--- src/lcf_pkg.sv ---
// Shared constants and types for the luma 3x3 convolution filter.
package lcf_pkg;
   // Data path widths.
   localparam int DIM_W      = 12;
   localparam int OFF_W      = 24;
   localparam int ADDR_W     = 32;
   localparam int PIX_W      = 16;
   localparam int LUMA_W     = 8;
   localparam int LUMA_LSB   = 0;
   localparam int CHROMA_LSB = 8;
   localparam int COEF_W     = 8;
   localparam int TAPS       = 9;
   localparam int COEF_VEC_W = 72;
   localparam int PROD_W     = 17;
   localparam int ACC_W      = 21;
   localparam int FIFO_DEPTH = 16;
   // Kernel walk positions.
   localparam logic [3:0] TAP_LAST   = 4'h8;
   localparam logic [3:0] TAP_CENTRE = 4'h4;
   localparam logic [3:0] KDIM       = 4'h3;
   localparam logic [1:0] KPOS_LO    = 2'h0;
   localparam logic [1:0] KPOS_HI    = 2'h2;
   localparam logic [DIM_W-1:0] DIM_ONE = 12'h001;
   // Horizontal gradient kernel, tap 0 in the low byte.
   localparam logic [COEF_VEC_W-1:0] SOBEL_KERNEL =
      72'h01_00ff_0200_fe01_00ff;
   localparam logic signed [ACC_W-1:0] SAT_MAX = 21'h00_00ff;
   // Sequencer states.
   typedef enum logic [2:0] {
      ST_IDLE,
      ST_COEF_REQ,
      ST_COEF_WAIT,
      ST_TAP_REQ,
      ST_TAP_WAIT,
      ST_EMIT,
      ST_DRAIN
   } lcf_state_t;
endpackage

--- src/lcf_stream_if.sv ---
// Valid/ready pixel stream between the filter's own modules.
`timescale 1ns/1ps
interface lcf_stream_if #(parameter int W = 16);
   logic         valid;
   logic         ready;
   logic [W-1:0] data;
   modport src (output valid, output data, input ready);
   modport snk (input valid, input data, output ready);
endinterface

--- src/lcf_fifo.sv ---
// Parameterised valid/ready FIFO for output pixels.
`timescale 1ns/1ps
module lcf_fifo #(
   parameter int WIDTH = 16,
   parameter int DEPTH = 16
) (
   // Clock and reset.
   input  wire logic   i_clk,
   input  wire logic   i_rst_n,
   // Stream sides.
   lcf_stream_if.snk   in_if,
   lcf_stream_if.src   out_if
);
   localparam int AW = $clog2(DEPTH);

   logic [WIDTH-1:0] mem [DEPTH];
   logic [AW:0]      wr_ptr_reg;
   logic [AW:0]      rd_ptr_reg;
   logic             full;
   logic             empty;
   logic             push;
   logic             pop;

   assign empty = (wr_ptr_reg == rd_ptr_reg);
   assign full  = (wr_ptr_reg[AW] != rd_ptr_reg[AW]) &&
                  (wr_ptr_reg[AW-1:0] == rd_ptr_reg[AW-1:0]);
   assign in_if.ready  = !full;
   assign out_if.valid = !empty;
   assign out_if.data  = mem[rd_ptr_reg[AW-1:0]];
   assign push = in_if.valid && !full;
   assign pop  = out_if.ready && !empty;

   always_ff @(posedge i_clk) begin
      if (push) begin
         mem[wr_ptr_reg[AW-1:0]] <= in_if.data;
      end
   end

   always_ff @(posedge i_clk or negedge i_rst_n) begin
      if (!i_rst_n) begin
         wr_ptr_reg <= '0;
         rd_ptr_reg <= '0;
      end else begin
         if (push) begin
            wr_ptr_reg <= wr_ptr_reg + 1'b1;
         end
         if (pop) begin
            rd_ptr_reg <= rd_ptr_reg + 1'b1;
         end
      end
   end
endmodule // lcf_fifo

--- src/lcf_filter_top.sv ---
// Top level of the memory-to-memory luma 3x3 convolution filter.
`timescale 1ns/1ps

// Summary of operation
// RQ1 - Nine coefficient 3x3 kernel, software programmable
// RQ2 - Sum of nine coefficient times pixel products
// RQ3 - Sum becomes the window centre pixel's luma
// RQ4 - Raster order, top-left to bottom-right
// RQ5 - Exactly one convolution per pixel
// RQ6 - Sixteen-bit pixels: luma byte, chroma byte
// RQ7 - Only luma enters the convolution
// RQ8 - Chroma passes through unchanged, same position
// RQ9 - Mover fetches input frame from memory
// RQ10 - Processed frame written back to memory
// RQ11 - Coefficients optionally read from memory
// RQ12 - Fixed mode uses constant gradient kernel
// RQ13 - Everything runs on one fabric clock
// RQ14 - Border taps replicate nearest edge pixel
// RQ15 - Result saturated to 0 through 255
module lcf_filter_top (
   // Clock and reset.
   input  wire logic                           i_core_clk,
   input  wire logic                           i_resetn,
   // Job control.
   input  wire logic                           i_start,
   input  wire logic                           i_fixed_mode,
   input  wire logic                           i_coef_from_mem,
   input  wire logic [lcf_pkg::COEF_VEC_W-1:0] i_coef,
   input  wire logic [lcf_pkg::DIM_W-1:0]      i_width,
   input  wire logic [lcf_pkg::DIM_W-1:0]      i_height,
   input  wire logic [lcf_pkg::ADDR_W-1:0]     i_src_base,
   input  wire logic [lcf_pkg::ADDR_W-1:0]     i_dst_base,
   input  wire logic [lcf_pkg::ADDR_W-1:0]     i_coef_base,
   output logic                                o_busy,
   output logic                                o_done,
   // Memory read port.
   output logic                                o_rd_req,
   output logic      [lcf_pkg::ADDR_W-1:0]     o_rd_addr,
   input  wire logic                           i_rd_gnt,
   input  wire logic                           i_rd_valid,
   input  wire logic [lcf_pkg::PIX_W-1:0]      i_rd_data,
   // Memory write port.
   output logic                                o_wr_req,
   output logic      [lcf_pkg::ADDR_W-1:0]     o_wr_addr,
   output logic      [lcf_pkg::PIX_W-1:0]      o_wr_data,
   input  wire logic                           i_wr_gnt
);
   import lcf_pkg::*;

   // Reset synchroniser.
   logic                  rst_sync1_reg;
   logic                  rst_sync2_reg;
   logic                  rst_n;

   // Job parameters held for the whole frame.
   logic [DIM_W-1:0]      width_reg;
   logic [DIM_W-1:0]      height_reg;
   logic [ADDR_W-1:0]     src_reg;
   logic [ADDR_W-1:0]     dst_reg;
   logic [ADDR_W-1:0]     coef_base_reg;
   logic                  fixed_reg;
   logic [COEF_VEC_W-1:0] coef_reg;
   logic [OFF_W-1:0]      total_reg;

   // Sequencer.
   lcf_state_t            state_reg;
   logic [DIM_W-1:0]      col_reg;
   logic [DIM_W-1:0]      row_reg;
   logic [1:0]            tap_r_reg;
   logic [1:0]            tap_c_reg;
   logic [3:0]            coef_idx_reg;
   logic [LUMA_W-1:0]     chroma_reg;
   logic                  rd_req_reg;
   logic [ADDR_W-1:0]     rd_addr_reg;
   logic                  busy_reg;
   logic                  done_reg;

   // Writer.
   logic                  wr_req_reg;
   logic [ADDR_W-1:0]     wr_addr_reg;
   logic [PIX_W-1:0]      wr_data_reg;
   logic [OFF_W-1:0]      wr_count_reg;

   // Combinational helpers.
   logic [DIM_W-1:0]      tap_col;
   logic [DIM_W-1:0]      tap_row;
   logic [OFF_W-1:0]      tap_off;
   logic [ADDR_W-1:0]     tap_addr;
   logic [ADDR_W-1:0]     coef_addr;
   logic [3:0]            tap_idx;
   logic                  last_col;
   logic                  last_row;
   logic                  last_tap;
   logic                  start_job;
   logic                  tap_take;
   logic                  emit_take;
   logic                  wr_free;
   logic [LUMA_W-1:0]     mac_result;

   lcf_stream_if #(.W(PIX_W)) push_if ();
   lcf_stream_if #(.W(PIX_W)) pop_if ();

   // The release is delayed by two edges of the one clock. [RQ13]
   always_ff @(posedge i_core_clk or negedge i_resetn) begin
      if (!i_resetn) begin
         rst_sync1_reg <= 1'b0;
         rst_sync2_reg <= 1'b0;
      end else begin
         rst_sync1_reg <= 1'b1;
         rst_sync2_reg <= rst_sync1_reg;
      end
   end
   assign rst_n = rst_sync2_reg;

   assign start_job = (state_reg == ST_IDLE) && i_start;
   assign last_col  = (col_reg == width_reg - DIM_ONE);
   assign last_row  = (row_reg == height_reg - DIM_ONE);
   assign last_tap  = (tap_r_reg == KPOS_HI) && (tap_c_reg == KPOS_HI);
   assign tap_idx   = {2'h0, tap_r_reg} * KDIM + {2'h0, tap_c_reg};
   assign tap_take  = (state_reg == ST_TAP_WAIT) && i_rd_valid;
   assign emit_take = (state_reg == ST_EMIT) && push_if.ready;

   // Border taps are clamped onto the nearest edge pixel.
   always_comb begin
      case (tap_c_reg)
         KPOS_LO: begin
            tap_col = (col_reg == '0) ? col_reg
                                      : col_reg - DIM_ONE; // [RQ14]
         end
         KPOS_HI: begin
            tap_col = last_col ? col_reg : col_reg + DIM_ONE; // [RQ14]
         end
         default: begin
            tap_col = col_reg;
         end
      endcase
      case (tap_r_reg)
         KPOS_LO: begin
            tap_row = (row_reg == '0) ? row_reg
                                      : row_reg - DIM_ONE; // [RQ14]
         end
         KPOS_HI: begin
            tap_row = last_row ? row_reg : row_reg + DIM_ONE; // [RQ14]
         end
         default: begin
            tap_row = row_reg;
         end
      endcase
   end

   assign tap_off   = OFF_W'(tap_row) * OFF_W'(width_reg) +
                      OFF_W'(tap_col);
   assign tap_addr  = src_reg + ADDR_W'({tap_off, 1'b0}); // [RQ6]
   assign coef_addr = coef_base_reg + ADDR_W'({coef_idx_reg, 1'b0});

   // Job parameters are captured once per frame.
   always_ff @(posedge i_core_clk or negedge rst_n) begin
      if (!rst_n) begin
         width_reg     <= '0;
         height_reg    <= '0;
         src_reg       <= '0;
         dst_reg       <= '0;
         coef_base_reg <= '0;
         fixed_reg     <= 1'b0;
         total_reg     <= '0;
      end else if (start_job) begin
         width_reg     <= i_width;
         height_reg    <= i_height;
         src_reg       <= i_src_base;
         dst_reg       <= i_dst_base;
         coef_base_reg <= i_coef_base;
         fixed_reg     <= i_fixed_mode; // [RQ12]
         total_reg     <= OFF_W'(i_width) * OFF_W'(i_height); // [RQ5]
      end
   end

   // Coefficients come from the port or from memory, unless fixed.
   always_ff @(posedge i_core_clk or negedge rst_n) begin
      if (!rst_n) begin
         coef_reg <= '0;
      end else if (start_job && !i_coef_from_mem) begin
         coef_reg <= i_coef; // [RQ1]
      end else if ((state_reg == ST_COEF_WAIT) && i_rd_valid) begin
         coef_reg[{coef_idx_reg, 3'h0} +: COEF_W] <=
            i_rd_data[LUMA_LSB +: COEF_W]; // [RQ11]
      end
   end

   // Frame sequencer: one read per tap, nine taps per pixel.
   always_ff @(posedge i_core_clk or negedge rst_n) begin
      if (!rst_n) begin
         state_reg    <= ST_IDLE;
         col_reg      <= '0;
         row_reg      <= '0;
         tap_r_reg    <= '0;
         tap_c_reg    <= '0;
         coef_idx_reg <= '0;
         rd_req_reg   <= 1'b0;
         rd_addr_reg  <= '0;
      end else begin
         case (state_reg)
            ST_IDLE: begin
               if (i_start) begin
                  col_reg      <= '0; // [RQ4]
                  row_reg      <= '0;
                  tap_r_reg    <= '0;
                  tap_c_reg    <= '0;
                  coef_idx_reg <= '0;
                  if ((i_width == '0) || (i_height == '0)) begin
                     state_reg <= ST_DRAIN;
                  end else if (!i_fixed_mode && i_coef_from_mem) begin
                     state_reg <= ST_COEF_REQ; // [RQ11]
                  end else begin
                     state_reg <= ST_TAP_REQ;
                  end
               end
            end
            ST_COEF_REQ: begin
               rd_req_reg  <= 1'b1;
               rd_addr_reg <= coef_addr; // [RQ11]
               state_reg   <= ST_COEF_WAIT;
            end
            ST_COEF_WAIT: begin
               if (i_rd_gnt || i_rd_valid) begin
                  rd_req_reg <= 1'b0;
               end
               if (i_rd_valid) begin
                  if (coef_idx_reg == TAP_LAST) begin
                     coef_idx_reg <= '0;
                     state_reg    <= ST_TAP_REQ;
                  end else begin
                     coef_idx_reg <= coef_idx_reg + 1'b1;
                     state_reg    <= ST_COEF_REQ;
                  end
               end
            end
            ST_TAP_REQ: begin
               rd_req_reg  <= 1'b1;
               rd_addr_reg <= tap_addr; // [RQ9]
               state_reg   <= ST_TAP_WAIT;
            end
            ST_TAP_WAIT: begin
               if (i_rd_gnt || i_rd_valid) begin
                  rd_req_reg <= 1'b0;
               end
               if (i_rd_valid) begin
                  if (last_tap) begin
                     tap_r_reg <= '0;
                     tap_c_reg <= '0;
                     state_reg <= ST_EMIT;
                  end else if (tap_c_reg == KPOS_HI) begin
                     tap_c_reg <= '0;
                     tap_r_reg <= tap_r_reg + 1'b1;
                     state_reg <= ST_TAP_REQ;
                  end else begin
                     tap_c_reg <= tap_c_reg + 1'b1;
                     state_reg <= ST_TAP_REQ;
                  end
               end
            end
            ST_EMIT: begin
               if (push_if.ready) begin
                  if (last_col) begin
                     col_reg <= '0; // [RQ4]
                     row_reg <= row_reg + DIM_ONE;
                  end else begin
                     col_reg <= col_reg + DIM_ONE;
                  end
                  if (last_col && last_row) begin
                     state_reg <= ST_DRAIN; // [RQ5]
                  end else begin
                     state_reg <= ST_TAP_REQ;
                  end
               end
            end
            ST_DRAIN: begin
               if ((wr_count_reg == total_reg) && !wr_req_reg) begin
                  state_reg <= ST_IDLE;
               end
            end
            default: begin
               state_reg <= ST_IDLE;
            end
         endcase
      end
   end

   // The centre tap's chroma is kept for the output pixel.
   always_ff @(posedge i_core_clk or negedge rst_n) begin
      if (!rst_n) begin
         chroma_reg <= '0;
      end else if (tap_take && (tap_idx == TAP_CENTRE)) begin
         chroma_reg <= i_rd_data[CHROMA_LSB +: LUMA_W]; // [RQ8]
      end
   end

   lcf_mac u_mac (
      .i_clk       (i_core_clk),
      .i_rst_n     (rst_n),
      .i_clear     (emit_take || (state_reg == ST_IDLE)),
      .i_tap_valid (tap_take),
      .i_tap_idx   (tap_idx),
      .i_luma      (i_rd_data[LUMA_LSB +: LUMA_W]), // [RQ7]
      .i_fixed     (fixed_reg),
      .i_coefs     (coef_reg),
      .o_result    (mac_result)
   );

   // Filtered luma replaces the centre pixel's luma byte.
   assign push_if.valid = (state_reg == ST_EMIT);
   assign push_if.data  = {chroma_reg, mac_result}; // [RQ3] [RQ8] [RQ6]

   lcf_fifo #(
      .WIDTH (PIX_W),
      .DEPTH (FIFO_DEPTH)
   ) u_fifo (
      .i_clk   (i_core_clk),
      .i_rst_n (rst_n),
      .in_if   (push_if),
      .out_if  (pop_if)
   );

   // Writer: pixels leave in the same raster order they were made.
   assign wr_free      = !wr_req_reg || i_wr_gnt;
   assign pop_if.ready = wr_free;

   always_ff @(posedge i_core_clk or negedge rst_n) begin
      if (!rst_n) begin
         wr_req_reg   <= 1'b0;
         wr_addr_reg  <= '0;
         wr_data_reg  <= '0;
         wr_count_reg <= '0;
      end else if (start_job) begin
         wr_count_reg <= '0;
      end else if (wr_free) begin
         wr_req_reg <= pop_if.valid;
         if (pop_if.valid) begin
            wr_addr_reg  <= dst_reg +
                            ADDR_W'({wr_count_reg, 1'b0}); // [RQ10]
            wr_data_reg  <= pop_if.data;
            wr_count_reg <= wr_count_reg + 1'b1;
         end
      end
   end

   // Job status.
   always_ff @(posedge i_core_clk or negedge rst_n) begin
      if (!rst_n) begin
         busy_reg <= 1'b0;
         done_reg <= 1'b0;
      end else begin
         done_reg <= 1'b0;
         if (start_job) begin
            busy_reg <= 1'b1;
         end else if ((state_reg == ST_DRAIN) && !wr_req_reg &&
                      (wr_count_reg == total_reg)) begin
            busy_reg <= 1'b0;
            done_reg <= 1'b1;
         end
      end
   end

   assign o_busy    = busy_reg;
   assign o_done    = done_reg;
   assign o_rd_req  = rd_req_reg;
   assign o_rd_addr = rd_addr_reg;
   assign o_wr_req  = wr_req_reg;
   assign o_wr_addr = wr_addr_reg;
   assign o_wr_data = wr_data_reg;
endmodule // lcf_filter_top

--- src/lcf_mac.sv ---
// Multiply-accumulate over the nine kernel taps with saturation.
`timescale 1ns/1ps
module lcf_mac
   import lcf_pkg::*;
(
   // Clock and reset.
   input  wire logic                  i_clk,
   input  wire logic                  i_rst_n,
   // Tap stream.
   input  wire logic                  i_clear,
   input  wire logic                  i_tap_valid,
   input  wire logic [3:0]            i_tap_idx,
   input  wire logic [LUMA_W-1:0]     i_luma,
   input  wire logic                  i_fixed,
   input  wire logic [COEF_VEC_W-1:0] i_coefs,
   // Result.
   output logic      [LUMA_W-1:0]     o_result
);
   logic [COEF_VEC_W-1:0]     kernel;
   logic signed [COEF_W-1:0]  coef;
   logic signed [PROD_W-1:0]  prod;
   logic signed [ACC_W-1:0]   acc_reg;

   assign kernel = i_fixed ? SOBEL_KERNEL : i_coefs; // [RQ12] [RQ1]
   assign coef   = kernel[{i_tap_idx, 3'h0} +: COEF_W];
   assign prod   = coef * $signed({1'b0, i_luma}); // [RQ2]

   always_ff @(posedge i_clk or negedge i_rst_n) begin
      if (!i_rst_n) begin
         acc_reg <= '0;
      end else if (i_clear) begin
         acc_reg <= '0;
      end else if (i_tap_valid) begin
         acc_reg <= acc_reg + ACC_W'(prod); // [RQ2]
      end
   end

   always_comb begin
      if (acc_reg < 0) begin
         o_result = '0; // [RQ15]
      end else if (acc_reg > SAT_MAX) begin
         o_result = SAT_MAX[LUMA_W-1:0]; // [RQ15]
      end else begin
         o_result = acc_reg[LUMA_W-1:0];
      end
   end
endmodule // lcf_mac

--- config.mk ---
export PLATFORM = sky130hd
export DESIGN_NAME = lcf_filter_top
export DESIGN_NICKNAME = d
export VERILOG_FILES = /design/src/lcf_pkg.sv /design/src/lcf_stream_if.sv /design/src/lcf_fifo.sv /design/src/lcf_filter_top.sv /design/src/lcf_mac.sv
export SDC_FILE = /design/constraint.sdc
export NUM_CORES = 2
export LEC_CHECK = 0
export BUFFER_PORTS_ARGS = -buffer_cell sky130_fd_sc_hd__buf_4
export CAP_MARGIN = 20
export CORE_MARGIN = 3
export CORE_UTILIZATION = 56
export DETAILED_ROUTE_END_ITERATION = 10
export PLACE_DENSITY = 0.82
export SETUP_SLACK_MARGIN = 0.1
export SYNTH_ARGS = -nofsm -noshare
export SYNTH_HDL_FRONTEND = slang
export SYNTH_SLANG_ARGS = --single-unit
--- constraint.sdc ---
create_clock -name i_core_clk -period 11.2 [get_ports i_core_clk]
set_input_delay 1.68 -clock i_core_clk [delete_from_list [all_inputs] [get_ports i_core_clk]]
set_output_delay 1.68 -clock i_core_clk [all_outputs]
set_load 0.1 [all_outputs]
==> impl_results.md <==
* Worst-margin pin slew at 1.072 ns
* DRC Markers at 0
* Clock sink count at 657
* Unrepaired setup endpoints after global routing: false
* Critical path peak fanout at 12
* Layout cell share with drive strength beyond 1 at 0.1321
* Vias/cell at 5.936
* Initial core utilization at 0.5685
* Fin area at 50980 µm²
* Most frequent cells in the layout: nand2_1, inv_1, dfrtp_1
* Syn Area/Cell at 10.02 µm²
* Clk slew on worst S/H paths at 0.06 ns
* Final net count at 5463
* Rows at 103
* Yosys reg bits at 657
* Crit Path Category: register to register
* RR Startpoint: height_reg[0]
* Post-synth ARST share at 0.6104
* Seq/Total Area, Yosys at 0.3921
* Max FFs per register at 256
* Crit Reg-Reg Endpoint: o_rd_addr[31]
* Core area at 79520 µm²
* Final Max Slew Viols at 0
* Crit path time final at 10.35 ns
* FILL cells at 6066
* Max Buffers Root-to-Sink at 3
* Num CTS Buffers at 73
* Post-route clock period utilization at 0.9237
* Wire per inst at 21.11 µm
* Number of synthesized flops with an enable pin at 256
* DR pass1 iterations at 7
* Largest net degree at the start of global routing at 165
* CTS tree: built
* Post-Syn Nets at 5266
* Final setup viols at 0
* Die area at 84160 µm²
* Clock latency on the worst-skew pair at 0.66 ns
* Crit start category: register
* DP HPWL at 87430 µm
* Routed Antenna Nets at 0
* Routed Wire Length at 122900 µm
* Die Width at 290.1 µm
* Hold crit path type: register to asynchronous set/reset pin
* Clock root buffer: clkbuf_16
* Final Hold Viols at 0
* DP Area at 48280 µm²
* Most frequent cell on the critical path: fa_1
* Placer Congestion at 0.9180
* DR iter-0 viols at 3190
* Port bufs at 299
* Critical Path Max Stage Delay at 0.57 ns
* Vias at 34567
* Cell Area, Synth at 45200 µm²
* Primary FF master, synth: dfrtp_1
* Netlist cell types at 81
* Crit path capture type: register
* Clk_skew at 0.04841 ns
* Most common cell after layout, fill and taps aside: nand2_1
* I/O pin total at 300
* Crit path DAT at 10.89 ns
* Slew Limit Headroom at 0.2839
* R2R Setup Slk at 0.85 ns
* Number of max-cap violations at 0
* Outcome: finished clean
* H-tree levels at 3
* Initial antenna violation count at 9
* Required @ worst endpoint at 11.74 ns
* Yosys warnings at 0
* Setup tns final at 0 ns
* Cells after Synth at 4512
* GRT overflow at 0
* CP max-delay cell: fa_1
* Die H at 290.1 µm
* First-pass GRT wire length at 194200 µm
* Fmax at 96.66 MHz
* Vias in the first global route at 35011
* Area Overhead vs Synth at 12.79%
* Worst r2r path cells at 37
* GRT Total Usage at 0.2894
==> worst max path at each step <==
stage                             start             to  slack (ns)  depth (start not counted)
final                     height_reg[0]  o_rd_addr[31]        0.85                         37
after floorplan           height_reg[0]  o_rd_addr[31]        2.27                         41
after global placement    height_reg[0]  o_rd_addr[31]        1.02                         37
after global routing      height_reg[0]  o_rd_addr[31]        0.27                         37
after CTS                 height_reg[0]  o_rd_addr[31]        0.72                         37
after detailed placement  height_reg[0]  o_rd_addr[31]        0.79                         37
==> logic make-up after synthesis <==
group                      share of synthesized area
adders and majority gates                     0.1934
other                                     0.00008296
AOI/OAI and AO/OA                            0.09425
DFF                                           0.3921
muxes                                        0.05879
buffers and inverters                        0.05567
xor gates and xnor gates                     0.04573
and+or+nand+nor                               0.1600
==> stage by stage <==
stage	hold slack [ns]	util	worst slack [ns]	cells
3_3_place_gp	0.3275	0.6071	1.015	5678
2_1_floorplan	0.3311	-	2.275	4512
3_5_place_dp	0.3370	0.6072	0.7898	5679
5_1_grt	0.3614	0.6410	0.2654	5819
4_1_cts	0.3447	0.6402	0.7163	5814
6_report	0.3221	0.6412	0.8543	5823
==> cell type report <==
cell class / instances / area [µm²] / area share
Multi-Input combinational cell: 3199 / 25020 / 0.4907
Sequential cell: 657 / 17730 / 0.3478
Timing Repair Buffer: 353 / 2686 / 0.05269
Clock buffer: 100 / 2058 / 0.04037
Inverter: 425 / 1595 / 0.03129
Tap cell: 1050 / 1314 / 0.02577
Clock inverter: 35 / 568.0 / 0.01114
Antenna cell: 4 / 10.01 / 0.0001963
==> worst max-delay path: cells and delay by family (launching register included) <==
family | cells | cell delay [ns]
adders and majority gates | 8 | 3.63
buffers and inverters | 4 | 0.26
xor gates and xnor gates | 2 | 0.35
and+or+nand+nor | 9 | 2.26
DFF | 1 | 0.41
AOI/OAI and AO/OA | 14 | 3.37
==> layer usage <==
metal | up-vias | wire length [µm] | GRT usage
met5 | - | 54 | 0
met2 | 1522 | 59690 | 0.4842
met3 | 336 | 9712 | 0.05503
met1 | 17050 | 48320 | 0.3751
met4 | 8 | 5138 | 0.1119
li1 | 15651 | - | -
==> cells in the mapped netlist (all sizes together) (123+ instances only) <==
master | number | area (µm²)
a21oi | 132 | 660.6
and2 | 162 | 1016
clkbuf | 190 | 714.4
dfrtp | 401 | 10030
edfxtp | 256 | 7687
fa | 268 | 5365
ha | 270 | 3378
inv | 425 | 1595
nand2 | 832 | 3123
nor2 | 235 | 882.1
o21ai | 269 | 1346
xnor2 | 123 | 1077
==> what timing repair did <==
| item | in CTS | in global routing |
|---|---|---|
| hold buffers | 0 | 0 |
| resized for setup | 0 | 1 |
| buffers inserted | 0 | 0 |
| endpoints found under the setup margin | 0 | 6 |
Power is not shown: default switching activity piles up to over one toggle a cycle in this logic, so the estimate is an artifact.
